### src/include/lin_uart_cfg.svh
// Offsets, field positions, reset values and limits of the LIN/UART register set
`ifndef LIN_UART_CFG_SVH
`define LIN_UART_CFG_SVH

// Byte addresses on the APB side
`define OFF_CONTROL      8'h00
`define OFF_STATUS       8'h04
`define OFF_IRQ_ENABLE   8'h08
`define OFF_ERROR_FLAGS  8'h0C
`define OFF_BIT_TIMING   8'h10
`define OFF_BAUD_DIVIDER 8'h14
`define OFF_RESP_LENGTHS 8'h18
`define OFF_FRAME_IDENT  8'h1C
`define OFF_BUFFER_SEL   8'h20
`define OFF_DATA_PORT    8'h24

// Field positions
`define BIT_LEGACY_SEL   6
`define BIT_UART_MODE    0
`define BIT_ERR_SUMMARY  3
`define BIT_RESYNC_DIS   7
`define BIT_AUTOINC_OFF  3
`define BIT_ABORT        7

// Reset values
`define RST_BYTE         8'h00
`define RST_SPB          6'h20
`define RST_DIVISOR      12'h000
`define RST_IDENT        8'h80

// Limits and length codes
`define SPB_MIN          6'h08
`define SPB_MAX          6'h3F
`define LEN_MAX          4'h8
`define LEN_TWO          4'h2
`define LEN_FOUR         4'h4
`define LEN_EIGHT        4'h8

`endif

### src/include/lin_uart_pkg.sv
// Types shared by the LIN/UART register set
package lin_uart_pkg;
	typedef logic [7:0] byte_t;
	typedef logic [2:0] index_t;
	typedef enum logic [3:0] {
		SEL_CONTROL,
		SEL_STATUS,
		SEL_IRQ_ENABLE,
		SEL_ERROR_FLAGS,
		SEL_BIT_TIMING,
		SEL_BAUD_DIVIDER,
		SEL_RESP_LENGTHS,
		SEL_FRAME_IDENT,
		SEL_BUFFER_SEL,
		SEL_DATA_PORT,
		SEL_NONE
	} reg_sel_t;
endpackage

### src/resp_buffer.sv
// Eight-byte response buffer, two ports, registered read data
`timescale 1ns/1ps
module resp_buffer (
	input  wire logic                  clk,
	input  wire lin_uart_pkg::index_t  a_idx,
	input  wire logic                  a_we,
	input  wire lin_uart_pkg::byte_t   a_wdata,
	output      lin_uart_pkg::byte_t   a_rdata,
	input  wire lin_uart_pkg::index_t  b_idx,
	input  wire logic                  b_we,
	input  wire lin_uart_pkg::byte_t   b_wdata,
	output      lin_uart_pkg::byte_t   b_rdata
);
	lin_uart_pkg::byte_t mem_q [0:7];
	lin_uart_pkg::byte_t a_rdata_q;
	lin_uart_pkg::byte_t b_rdata_q;

	// Software port wins a same-address collision
	always_ff @(posedge clk) begin
		if (a_we) begin
			mem_q[a_idx] <= a_wdata;
		end
		if (b_we && !(a_we && a_idx == b_idx)) begin
			mem_q[b_idx] <= b_wdata;
		end
		a_rdata_q <= mem_q[a_idx];
		b_rdata_q <= mem_q[b_idx];
	end

	assign a_rdata = a_rdata_q;
	assign b_rdata = b_rdata_q;
endmodule

### src/lin_uart_register_set.sv
// APB register set of the LIN/UART controller
//
// The placing of the registers and the APB register port were left to the implementer.
`timescale 1ns/1ps
`include "lin_uart_cfg.svh"
module lin_uart_register_set (
	input  wire logic         clk,
	input  wire logic         srst,
	input  wire logic         psel,
	input  wire logic         penable,
	input  wire logic         pwrite,
	input  wire logic [7:0]   paddr,
	input  wire logic [31:0]  pwdata,
	output      logic [31:0]  prdata,
	output      logic         pready,
	output      logic         pslverr,
	input  wire logic [6:0]   err_set,
	input  wire logic         abort_cmd,
	input  wire logic         ident_done_set,
	input  wire logic         tx_done_set,
	input  wire logic         rx_done_set,
	input  wire logic         uart_rx_valid,
	input  wire logic [7:0]   uart_rx_byte,
	input  wire logic [2:0]   eng_idx,
	input  wire logic         eng_we,
	input  wire logic [7:0]   eng_wdata,
	output      logic [7:0]   eng_rdata,
	output      logic         irq,
	output      logic         uart_mode,
	output      logic         legacy_protocol_select,
	output      logic         resync_disable,
	output      logic [5:0]   samples_per_bit,
	output      logic [11:0]  baud_divisor,
	output      logic [3:0]   tx_byte_count,
	output      logic [3:0]   rx_byte_count,
	output      logic [3:0]   legacy_length,
	output      logic [5:0]   ident_value,
	output      logic [1:0]   ident_parity,
	output      logic [7:0]   uart_tx_byte,
	output      logic         uart_tx_load
);
	lin_uart_pkg::reg_sel_t sel;
	logic        pready_q, pready_d;
	logic        pslverr_q, pslverr_d;
	logic [31:0] prdata_q, prdata_d;
	logic        acc, wr, rd, data_acc;
	logic        uart_q, uart_d;
	logic        legacy_q, legacy_d;
	logic [2:0]  stat_q, stat_d;
	logic [3:0]  en_q, en_d;
	logic [7:0]  err_q, err_d;
	logic        clr_err;
	logic        resync_dis_q, resync_dis_d;
	logic [5:0]  spb_q, spb_d;
	logic [11:0] div_q, div_d;
	logic [3:0]  tx_cnt_q, tx_cnt_d;
	logic [3:0]  rx_cnt_q, rx_cnt_d;
	logic [7:0]  ident_q, ident_d;
	logic        inc_off_q, inc_off_d;
	lin_uart_pkg::index_t idx_q, idx_d;
	lin_uart_pkg::byte_t  utx_q, utx_d;
	lin_uart_pkg::byte_t  urx_q, urx_d;
	logic        tx_load_q, tx_load_d;
	logic        irq_q, irq_d;
	logic [3:0]  llen_q, llen_d;
	lin_uart_pkg::byte_t  buf_rdata;
	logic [7:0]  wb;
	logic [5:0]  id_new;
	logic [5:0]  idv_q, idv_d;

	// Address decode; only aligned words are mapped
	always_comb begin
		sel = lin_uart_pkg::SEL_NONE;
		case (paddr)
			`OFF_CONTROL:      sel = lin_uart_pkg::SEL_CONTROL;
			`OFF_STATUS:       sel = lin_uart_pkg::SEL_STATUS;
			`OFF_IRQ_ENABLE:   sel = lin_uart_pkg::SEL_IRQ_ENABLE;
			`OFF_ERROR_FLAGS:  sel = lin_uart_pkg::SEL_ERROR_FLAGS;
			`OFF_BIT_TIMING:   sel = lin_uart_pkg::SEL_BIT_TIMING;
			`OFF_BAUD_DIVIDER: sel = lin_uart_pkg::SEL_BAUD_DIVIDER;
			`OFF_RESP_LENGTHS: sel = lin_uart_pkg::SEL_RESP_LENGTHS;
			`OFF_FRAME_IDENT:  sel = lin_uart_pkg::SEL_FRAME_IDENT;
			`OFF_BUFFER_SEL:   sel = lin_uart_pkg::SEL_BUFFER_SEL;
			`OFF_DATA_PORT:    sel = lin_uart_pkg::SEL_DATA_PORT;
			default:           sel = lin_uart_pkg::SEL_NONE;
		endcase
	end

	// Effects happen only at the completing edge of a transfer
	assign acc      = psel && penable && pready_q;
	assign wr       = acc && pwrite;
	assign rd       = acc && !pwrite;
	assign data_acc = acc && sel == lin_uart_pkg::SEL_DATA_PORT;
	assign wb       = pwdata[7:0];
	assign id_new   = pwdata[5:0];
	assign clr_err  = (wr && sel == lin_uart_pkg::SEL_STATUS && wb[`BIT_ERR_SUMMARY])
		|| (rd && sel == lin_uart_pkg::SEL_DATA_PORT && uart_q);

	// Buffer index is the address at setup, so read data is ready for access
	resp_buffer u_buf (
		.clk     (clk),
		.a_idx   (idx_q),
		.a_we    (wr && sel == lin_uart_pkg::SEL_DATA_PORT && !uart_q),
		.a_wdata (wb),
		.a_rdata (buf_rdata),
		.b_idx   (eng_idx),
		.b_we    (eng_we),
		.b_wdata (eng_wdata),
		.b_rdata (eng_rdata)
	);

	// Bus handshake: one wait cycle gives registered read data
	always_comb begin
		pready_d  = psel && penable && !pready_q;
		pslverr_d = pready_d && sel == lin_uart_pkg::SEL_NONE;
		prdata_d  = 32'h0000_0000;
		if (pready_d && !pwrite) begin
			case (sel)
				lin_uart_pkg::SEL_CONTROL: prdata_d[7:0] = {1'b0, legacy_q, 5'b0_0000, uart_q};
				lin_uart_pkg::SEL_STATUS: prdata_d[3:0] = {|err_q, stat_q};
				lin_uart_pkg::SEL_IRQ_ENABLE: prdata_d[3:0] = en_q;
				lin_uart_pkg::SEL_ERROR_FLAGS: prdata_d[7:0] = err_q;
				lin_uart_pkg::SEL_BIT_TIMING: prdata_d[7:0] = {resync_dis_q, 1'b0, spb_q};
				lin_uart_pkg::SEL_BAUD_DIVIDER: prdata_d[11:0] = div_q;
				lin_uart_pkg::SEL_RESP_LENGTHS: prdata_d[7:0] = {tx_cnt_q, rx_cnt_q};
				lin_uart_pkg::SEL_FRAME_IDENT: prdata_d[7:0] = ident_q;
				lin_uart_pkg::SEL_BUFFER_SEL: prdata_d[3:0] = {inc_off_q, idx_q};
				lin_uart_pkg::SEL_DATA_PORT: prdata_d[7:0] = uart_q ? urx_q : buf_rdata;
				default:
					prdata_d = 32'h0000_0000;
			endcase
		end
	end

	always_ff @(posedge clk) begin
		if (srst) begin
			pready_q  <= 1'b0;
			pslverr_q <= 1'b0;
			prdata_q  <= 32'h0000_0000;
		end else begin
			pready_q  <= pready_d;
			pslverr_q <= pslverr_d;
			prdata_q  <= prdata_d;
		end
	end

	// Flags: a set in the clearing cycle survives the clear
	always_comb begin
		err_d  = clr_err ? 8'h00 : err_q;
		stat_d = (wr && sel == lin_uart_pkg::SEL_STATUS) ? (stat_q & ~wb[2:0]) : stat_q;
		if (wr && sel == lin_uart_pkg::SEL_DATA_PORT && uart_q) begin
			stat_d[1] = 1'b0;
		end
		if (rd && sel == lin_uart_pkg::SEL_DATA_PORT && uart_q) begin
			stat_d[0] = 1'b0;
		end
		err_d[6:0]        = err_d[6:0] | err_set;
		err_d[`BIT_ABORT] = err_d[`BIT_ABORT] | abort_cmd;
		stat_d = stat_d | {ident_done_set, tx_done_set, rx_done_set};
		// Summary flag is derived, so it cannot disagree with the flags
		irq_d = |({|err_d, stat_d} & en_q);
	end

	always_ff @(posedge clk) begin
		if (srst) begin
			err_q  <= `RST_BYTE;
			stat_q <= 3'b000;
			irq_q  <= 1'b0;
		end else begin
			err_q  <= err_d;
			stat_q <= stat_d;
			irq_q  <= irq_d;
		end
	end

	// Configuration registers; reserved bits are dropped on write
	always_comb begin
		uart_d       = uart_q;
		legacy_d     = legacy_q;
		en_d         = en_q;
		resync_dis_d = resync_dis_q;
		spb_d        = spb_q;
		div_d        = div_q;
		tx_cnt_d     = tx_cnt_q;
		rx_cnt_d     = rx_cnt_q;
		ident_d      = ident_q;
		inc_off_d    = inc_off_q;
		if (wr) begin
			case (sel)
				lin_uart_pkg::SEL_CONTROL: begin
					uart_d   = wb[`BIT_UART_MODE];
					legacy_d = wb[`BIT_LEGACY_SEL];
				end
				lin_uart_pkg::SEL_IRQ_ENABLE:
					en_d = wb[3:0];
				lin_uart_pkg::SEL_BIT_TIMING: begin
					resync_dis_d = wb[`BIT_RESYNC_DIS];
					// Out-of-range counts would break the sampler
					spb_d = (wb[5:0] < `SPB_MIN) ? `SPB_MIN : wb[5:0];
				end
				lin_uart_pkg::SEL_BAUD_DIVIDER:
					div_d = pwdata[11:0];
				lin_uart_pkg::SEL_RESP_LENGTHS: begin
					tx_cnt_d = (wb[7:4] > `LEN_MAX) ? `LEN_MAX : wb[7:4];
					rx_cnt_d = (wb[3:0] > `LEN_MAX) ? `LEN_MAX : wb[3:0];
				end
				lin_uart_pkg::SEL_FRAME_IDENT: begin
					ident_d[5:0] = id_new;
					ident_d[6]   = id_new[4] ^ id_new[2] ^ id_new[1] ^ id_new[0];
					ident_d[7]   = ~(id_new[1] ^ id_new[3] ^ id_new[4] ^ id_new[5]);
				end
				lin_uart_pkg::SEL_BUFFER_SEL:
					inc_off_d = wb[`BIT_AUTOINC_OFF];
				default: uart_d = uart_q;
			endcase
		end
	end

	always_ff @(posedge clk) begin
		if (srst) begin
			uart_q       <= 1'b0;
			legacy_q     <= 1'b0;
			en_q         <= 4'h0;
			resync_dis_q <= 1'b0;
			spb_q        <= `RST_SPB;
			div_q        <= `RST_DIVISOR;
			tx_cnt_q     <= 4'h0;
			rx_cnt_q     <= 4'h0;
			ident_q      <= `RST_IDENT;
			inc_off_q    <= 1'b0;
		end else begin
			uart_q       <= uart_d;
			legacy_q     <= legacy_d;
			en_q         <= en_d;
			resync_dis_q <= resync_dis_d;
			spb_q        <= spb_d;
			div_q        <= div_d;
			tx_cnt_q     <= tx_cnt_d;
			rx_cnt_q     <= rx_cnt_d;
			ident_q      <= ident_d;
			inc_off_q    <= inc_off_d;
		end
	end

	// Buffer index, UART data path and derived identifier outputs
	always_comb begin
		idx_d     = idx_q;
		utx_d     = utx_q;
		urx_d     = urx_q;
		tx_load_d = 1'b0;
		if (wr && sel == lin_uart_pkg::SEL_BUFFER_SEL) begin
			idx_d = wb[2:0];
		end
		if (data_acc && !uart_q && !inc_off_q) begin
			idx_d = idx_q + 3'd1;
		end
		if (wr && sel == lin_uart_pkg::SEL_DATA_PORT && uart_q) begin
			utx_d     = wb;
			tx_load_d = 1'b1;
		end
		if (uart_rx_valid) begin
			urx_d = uart_rx_byte;
		end
		idv_d = legacy_d ? {2'b00, ident_d[3:0]} : ident_d[5:0];
		case (ident_q[5:4])
			2'b10:   llen_d = `LEN_FOUR;
			2'b11:   llen_d = `LEN_EIGHT;
			default: llen_d = `LEN_TWO;
		endcase
	end

	always_ff @(posedge clk) begin
		if (srst) begin
			idx_q     <= 3'd0;
			utx_q     <= `RST_BYTE;
			urx_q     <= `RST_BYTE;
			tx_load_q <= 1'b0;
			llen_q    <= `LEN_TWO;
			idv_q     <= 6'h00;
		end else begin
			idx_q     <= idx_d;
			utx_q     <= utx_d;
			urx_q     <= urx_d;
			tx_load_q <= tx_load_d;
			llen_q    <= llen_d;
			idv_q     <= idv_d;
		end
	end

	assign prdata                 = prdata_q;
	assign pready                 = pready_q;
	assign pslverr                = pslverr_q;
	assign irq                    = irq_q;
	assign uart_mode              = uart_q;
	assign legacy_protocol_select = legacy_q;
	assign resync_disable         = resync_dis_q;
	assign samples_per_bit        = spb_q;
	assign baud_divisor           = div_q;
	assign tx_byte_count          = tx_cnt_q;
	assign rx_byte_count          = rx_cnt_q;
	assign legacy_length          = llen_q;
	// Legacy layout exposes only the low four identifier bits
	assign ident_value            = idv_q;
	assign ident_parity           = ident_q[7:6];
	assign uart_tx_byte           = utx_q;
	assign uart_tx_load           = tx_load_q;
endmodule

### config.mk
export PLATFORM = sky130hd
export DESIGN_NAME = lin_uart_register_set
export DESIGN_NICKNAME = d
export VERILOG_FILES = /design/src/include/lin_uart_pkg.sv /design/src/resp_buffer.sv /design/src/lin_uart_register_set.sv
export VERILOG_INCLUDE_DIRS = /design/src /design/src/include
export SDC_FILE = /design/constraint.sdc
export NUM_CORES = 1
export LEC_CHECK = 0
export ABC_AREA = 0
export BUFFER_PORTS_ARGS = -buffer_cell sky130_fd_sc_hd__buf_2
export CAP_MARGIN = 30
export CELL_PAD_IN_SITES_DETAIL_PLACEMENT = 2
export CELL_PAD_IN_SITES_GLOBAL_PLACEMENT = 2
export CORE_UTILIZATION = 32
export CTS_CLUSTER_DIAMETER = 40
export DETAILED_ROUTE_END_ITERATION = 8
export PLACE_DENSITY_LB_ADDON = 0.25
export SLEW_MARGIN = 20
export SYNTH_ARGS = -nofsm -noshare
export SYNTH_HDL_FRONTEND = slang
export SYNTH_SLANG_ARGS = --single-unit
### constraint.sdc
create_clock -name clk -period 2 [get_ports clk]
set_input_delay 0.2 -clock clk [delete_from_list [all_inputs] [get_ports clk]]
set_output_delay 0.2 -clock clk [all_outputs]
set_load 0.1 [all_outputs]
Word-level counts from Yosys, hierarchy flattened
Memory sizes are Yosys's and may differ from the RTL's. A register that Yosys moved wholly into a read port is not among the register bits.
Cells that the tools add are included.
Storage, ports and cells
  register bits: 118
  memory bits (writable): 64
  bits of input ports: 77
  output and inout port bits: 93
  logic and storage cells: 133
  memories kept: 1
Operators by class
  add/sub/neg operators: 1
  order comparisons: 3
  equality and inequality tests: 22
  mux-type cells: 23
  bitwise operators: 15
  reductions and logical operators: 42
Memories
  u_buf.mem_q: words 8, width 8, rd ports 2, clocked after Yosys merged registers in 2, write ports 2, RTL line resp_buffer.sv:14  | lin_uart_pkg::byte_t mem_q [0:7];
Operators by type and width (number)
  4-bit case mux with 10 select lines: 2
  8-bit by 5-bit equality test with 1-bit output, second input constant: 4
  4-bit case mux with 7 select lines: 1
  1-bit logical AND: 20
  6-bit two-way mux: 3
  4-bit by 3-bit equality test with 1-bit output, second input constant: 4
  8-bit by 4-bit equality test with 1-bit output, second input constant: 2
  8-bit by 6-bit equality test with 1-bit output, second input constant: 2
  8-bit two-way mux: 2
  8-bit OR reduction: 2
  2-bit AND reduction: 7
  4-bit equality test, second input constant: 3
  1-bit two-way mux: 9
  3-bit two-way mux: 3
  4-bit by 2-bit equality test with 1-bit output, second input constant: 2
  8-bit by 3-bit equality test with 1-bit output, second input constant: 1
  4-bit greater-than comparator, second input constant: 2
  8-bit logical NOT: 1
  4-bit two-way mux: 2
  4-bit case mux with 2 select lines: 1
  7-bit OR: 1
  6-bit by 4-bit less-than comparator with 1-bit output, second input constant: 1
  1-bit bitwise XOR: 6
  1-bit logical NOT: 5
  16 further kinds: 20

Depth between registers and ports, before layout
  depth in word-level cells: 11
  gate-level depth with buffers: 8
  mapped depth without buffers: 5

By module
From an unflattened synthesis, not the netlist that was laid out.
Second synthesis, totals
  cell total of the unflattened synthesis: 758
  area total of the unflattened synthesis: 8918.6 um^2
By module, submodules not included
  resp_buffer: instances 1, cells an instance 290, area an instance 4550.6 um^2, seq. area each 2242.2 um^2
  lin_uart_register_set: instances 1, cells an instance 468, area an instance 4367.9 um^2, seq. area each 1861.8 um^2

Worst setup path after synthesis
Ideal clock, no wire load.
  kind: reg-to-reg
  from: register pready_q (netlist: pready)
  to: memory u_buf.mem_q[0][0] (netlist name), enable pin
  setup time: 376 ps
  arrival: 2508 ps
  data required time: 1624 ps
  setup slack: -884 ps
  cell stages (with the launch flop): 6
  buffers on the path: 1
  clock period less this slack: 2884 ps
  cell sequence: dfxtp_1 -> and4_1 -> clkbuf_1 -> nand4b_1 -> or2_2 -> o22ai_1
RTL lines
  start: declaration: RTL line lin_uart_register_set.sv:43  | logic pready_q, pready_d;
  start signal: assignment: RTL line lin_uart_register_set.sv:141  | pready_q <= pready_d;
  end: declaration: RTL line resp_buffer.sv:14

==> flow_summary_export.csv <==
group,metric,value,unit
power,power.leakage,4.12,nW
critical_path,arrival,2140,ps
clocking,insertion_delay,440,ps
synth,syn_area,8440,µm²
placed_design,port_buffers,128,
synth,yosys_warnings,0,
synth,synth-main-ff-cell,"dfxtp_1",
placed_design,place_congestion,0.864,
synth,ys_seq_area_share,48.6,%
sta,rsz0062_at_grt,"yes",
layout,num-nets-final,1037,
power,power_frac_clock,41.4,%
floorplanning,rows,59,
synth,yosysTopAreaCell,"dfxtp_1",
clocking,clk_path_buf_depth,2,
worst_hold_path,hp-start,"uart_rx_byte[0]",
floorplanning,die_y,164,µm
routing,ant_nets,0,
synth,avgSynthCellArea,10.9,µm²
sta,slew_headroom,42.9,%
floorplanning,die_area,27000,µm²
clocking,cts_max_level,4,
floorplanning,core,26000,µm²
power,switchingPower,0.00235,W
routing,wl_per_cell,23.5,µm
power,pwr-share-comb,12.6,%
critical_path,crit_start,"pready",
layout,drive_gt1_share,40.0,%
clocking,cts_tree,"yes",
global_route,antenna_found_initial,0,
layout,area_delta_synth_final,27.2,%
synth,netlist_top_cells_area,"dfxtp_1 26%, edfxtp_1 23%, mux2_2 11%, mux4_2 6.9%, a21oi_1 3.7%",
clocking,clock-sinks,173,
critical_path,critPathLaunchType,"register",
power,switching_share,28.5,%
sta,hold_viol,0,
critical_path,slowest_delay,350,ps
synth,synth.top_cells.by_count,"109 x dfxtp_1, 84 x nand2_1, 82 x mux2_2",
global_route,grt_pass1_wl,45.8,mm
status,status,"finished, final reports clean",
global_route,overflow,0,
synth,syn_inst,778,
power,seqPwrFrac,46.1,%
routing,drc_errors,0,
global_route,grt_max_degree,74,
sta,worst_pin_slew,857,ps
layout,multi_input_area,4090,µm²
sta,fin_skew,8.99,ps
synth,synth_top_area_share,25.8,%
synth,ys_seq_elements,173,
placed_design,dp_hpwl,22.0,mm
critical_path,critPathTopFamily,"simple AND/OR/NAND/NOR gates",
global_route,grt_pass1_vias,7234,
power,power.total,0.00824,W
synth,ys_types,60,
placed_design,dp.cells,1262,
routing,drt-pass1-iter-count,5,
clocking,cts_root_buf,"clkbuf_16",
routing,avgViaCountPerCell,5.32,
routing,num_vias,6947,
layout,stdcell_count,1306,
critical_path,path_class,"register to register",
layout,fin_area,10700,µm²
critical_path,cpMaxStageDelayCell,"dfxtp_4",
critical_path,end_kind,"register",
power,power_density,767,nW/µm²
flow_run,cap_violations,0,
placed_design,placed_area,9990,µm²
worst_hold_path,hp-class,"input pin to register",
critical_path,required,2180,ps
layout,diodes,0,
layout,num-fill-cells,2763,
critical_path,timing.rr.start,"pready",
synth,synthArstFlopShare,0,%
floorplanning,ios,170,
sta,setup_violations,0,
sta,fin_crit,1960,ps
floorplanning,initial_core_util,32.5,%
sta,finalCritPeriodShare,98.1,%
critical_path,crit_fanout,8,
critical_path,path_cells,"and4_4, nand4b_1, buf_6, o21ai_4, nor2_4, mux2_2",
floorplanning,die_w,164,µm
critical_path,critPathBufInv,1,
clocking,cts_setup_buffers,0,
synth,yosysMostFrequentCell,"dfxtp_1",
synth,synth-edff-count,64,
sta,slew_violations,0,
power,p_int,0.00589,W
routing,drtIter0Drc,497,
global_route,grtUsageTotal,23.3,%
routing,wl,30.7,mm
clocking,numCtsBuffers,17,
power,peakVddDrop,0.400,mV
layout,seq_area,4110,µm²
clocking,clk_pin_slew,70,ps
sta,max_freq,510,MHz
worst register-to-register path, stage by stage (launching register included):
cell and delay [ps]:
dfxtp_4 350, and4_4 220, nand4b_1 160, buf_6 190, o21ai_4 320, nor2_4 160
mux2_2 310
cell usage in the layout (no fill, tap or decap), types with 6 or more instances in the layout:
cell type / netlist / final
dfxtp_1: 109 / 107
nand2_1: 84 / 84
nand3_1: 19 / 18
conb_1: 1 / 21
a222oi_1: 6 / 6
mux4_2: 26 / 26
inv_1: 9 / 9
buf_4: 27 / 79
nand3b_1: 11 / 11
buf_12: 0 / 6
mux2i_1: 31 / 31
nor2_1: 58 / 56
a21oi_1: 63 / 63
and3_1: 12 / 12
inv_6: 0 / 6
clkbuf_16: 0 / 17
mux2_2: 82 / 82
dlygate4sd3_1: 0 / 12
edfxtp_1: 64 / 64
buf_2: 11 / 128
nor3_1: 7 / 7
o21ai_0: 11 / 11
nor3b_1: 6 / 6
per-stage QoR:
step / worst slack (ps) / hold slack [ps] / util (%) / TNS, ps
finish: 38.7 / 9.35 / 41.3 / 0
global route: -3.28 / 11.0 / 41.3 / -6.98
CTS: -180 / 1.39 / 41.2 / -3450
detailed placement: -220 / 443 / 38.5 / -12270
global placement: -207 / 425 / 38.5 / -12360
floorplan: -220 / 317 / - / -16590
sequential cells by signal, summed over array words and instances (netlist names), 2 cells and up:
register and count:
u_buf.a_rdata 8, tx_byte_count 4, baud_divisor 12, rx_byte_count 4, prdata 12, uart_tx_byte 8, samples_per_bit 6, idx_q 3
ident_q 8, err_q 8, ident_value 2, urx_q 8, en_q 4, stat_q 3, legacy_length 3, u_buf.b_rdata 8
u_buf.mem_q 64
final cells by class:
cell class	count	share of cell area, %
multi-input cells	530	38.1
clock inverters	14	1.34
clock buffers	18	4.09
flip-flops and latches	173	38.3
inverters	9	0.315
repair buffers	227	13.9
well taps	335	3.90
worst paths after layout:
kind,end,slack [ps],depth (start not counted)
setup / recovery,u_buf.mem_q[2][5],40,6
hold / removal,urx_q[0],9,3
setup reg to reg,u_buf.mem_q[2][5],40,6
hold reg to reg,legacy_length[1],460,1
power by group through the flow:
stage	Combinational, W	Clock (W)	Sequential [W]
after global placement	0.000989	0	0.00387
final	0.00104	0.00341	0.00380
after global routing	0.00109	0.00362	0.00380
after detailed placement	0.00101	0	0.00388
after CTS	0.00103	0.00348	0.00380
after floorplan	0.000569	0	0.00399
kinds of logic after synthesis:
| group | count (synthesis) | share of synthesized area, % |
|---|---|---|
| AND/OR/NAND/NOR | 234 | 13.6 |
| other | 1 | 0.0444 |
| buffers and inverters | 95 | 5.59 |
| AO/OA/AOI/OAI | 126 | 9.44 |
| adder cells (fa/ha/maj) | 2 | 0.296 |
| XOR/XNOR | 8 | 0.830 |
| multiplexers | 139 | 21.6 |
| flip-flops | 173 | 48.6 |
per-layer routing:
metal	vias up	track usage [%]	part of all wire, %
li1	3168	-	-
met1	3571	31.6	46
met2	179	38.9	49
met3	29	3.49	3.3
met4	0	6.09	1.7
met5	-	0	0
repair_timing:
action | CTS | global route
pin swaps | 0 | 3
resized for setup | 1 | 7
hold endpoints to repair | 12 | 0
endpoints found under the setup margin | 32 | 34
hold buffers | 12 | 0
No activity file was read; power rests on OpenSTA's default activity.
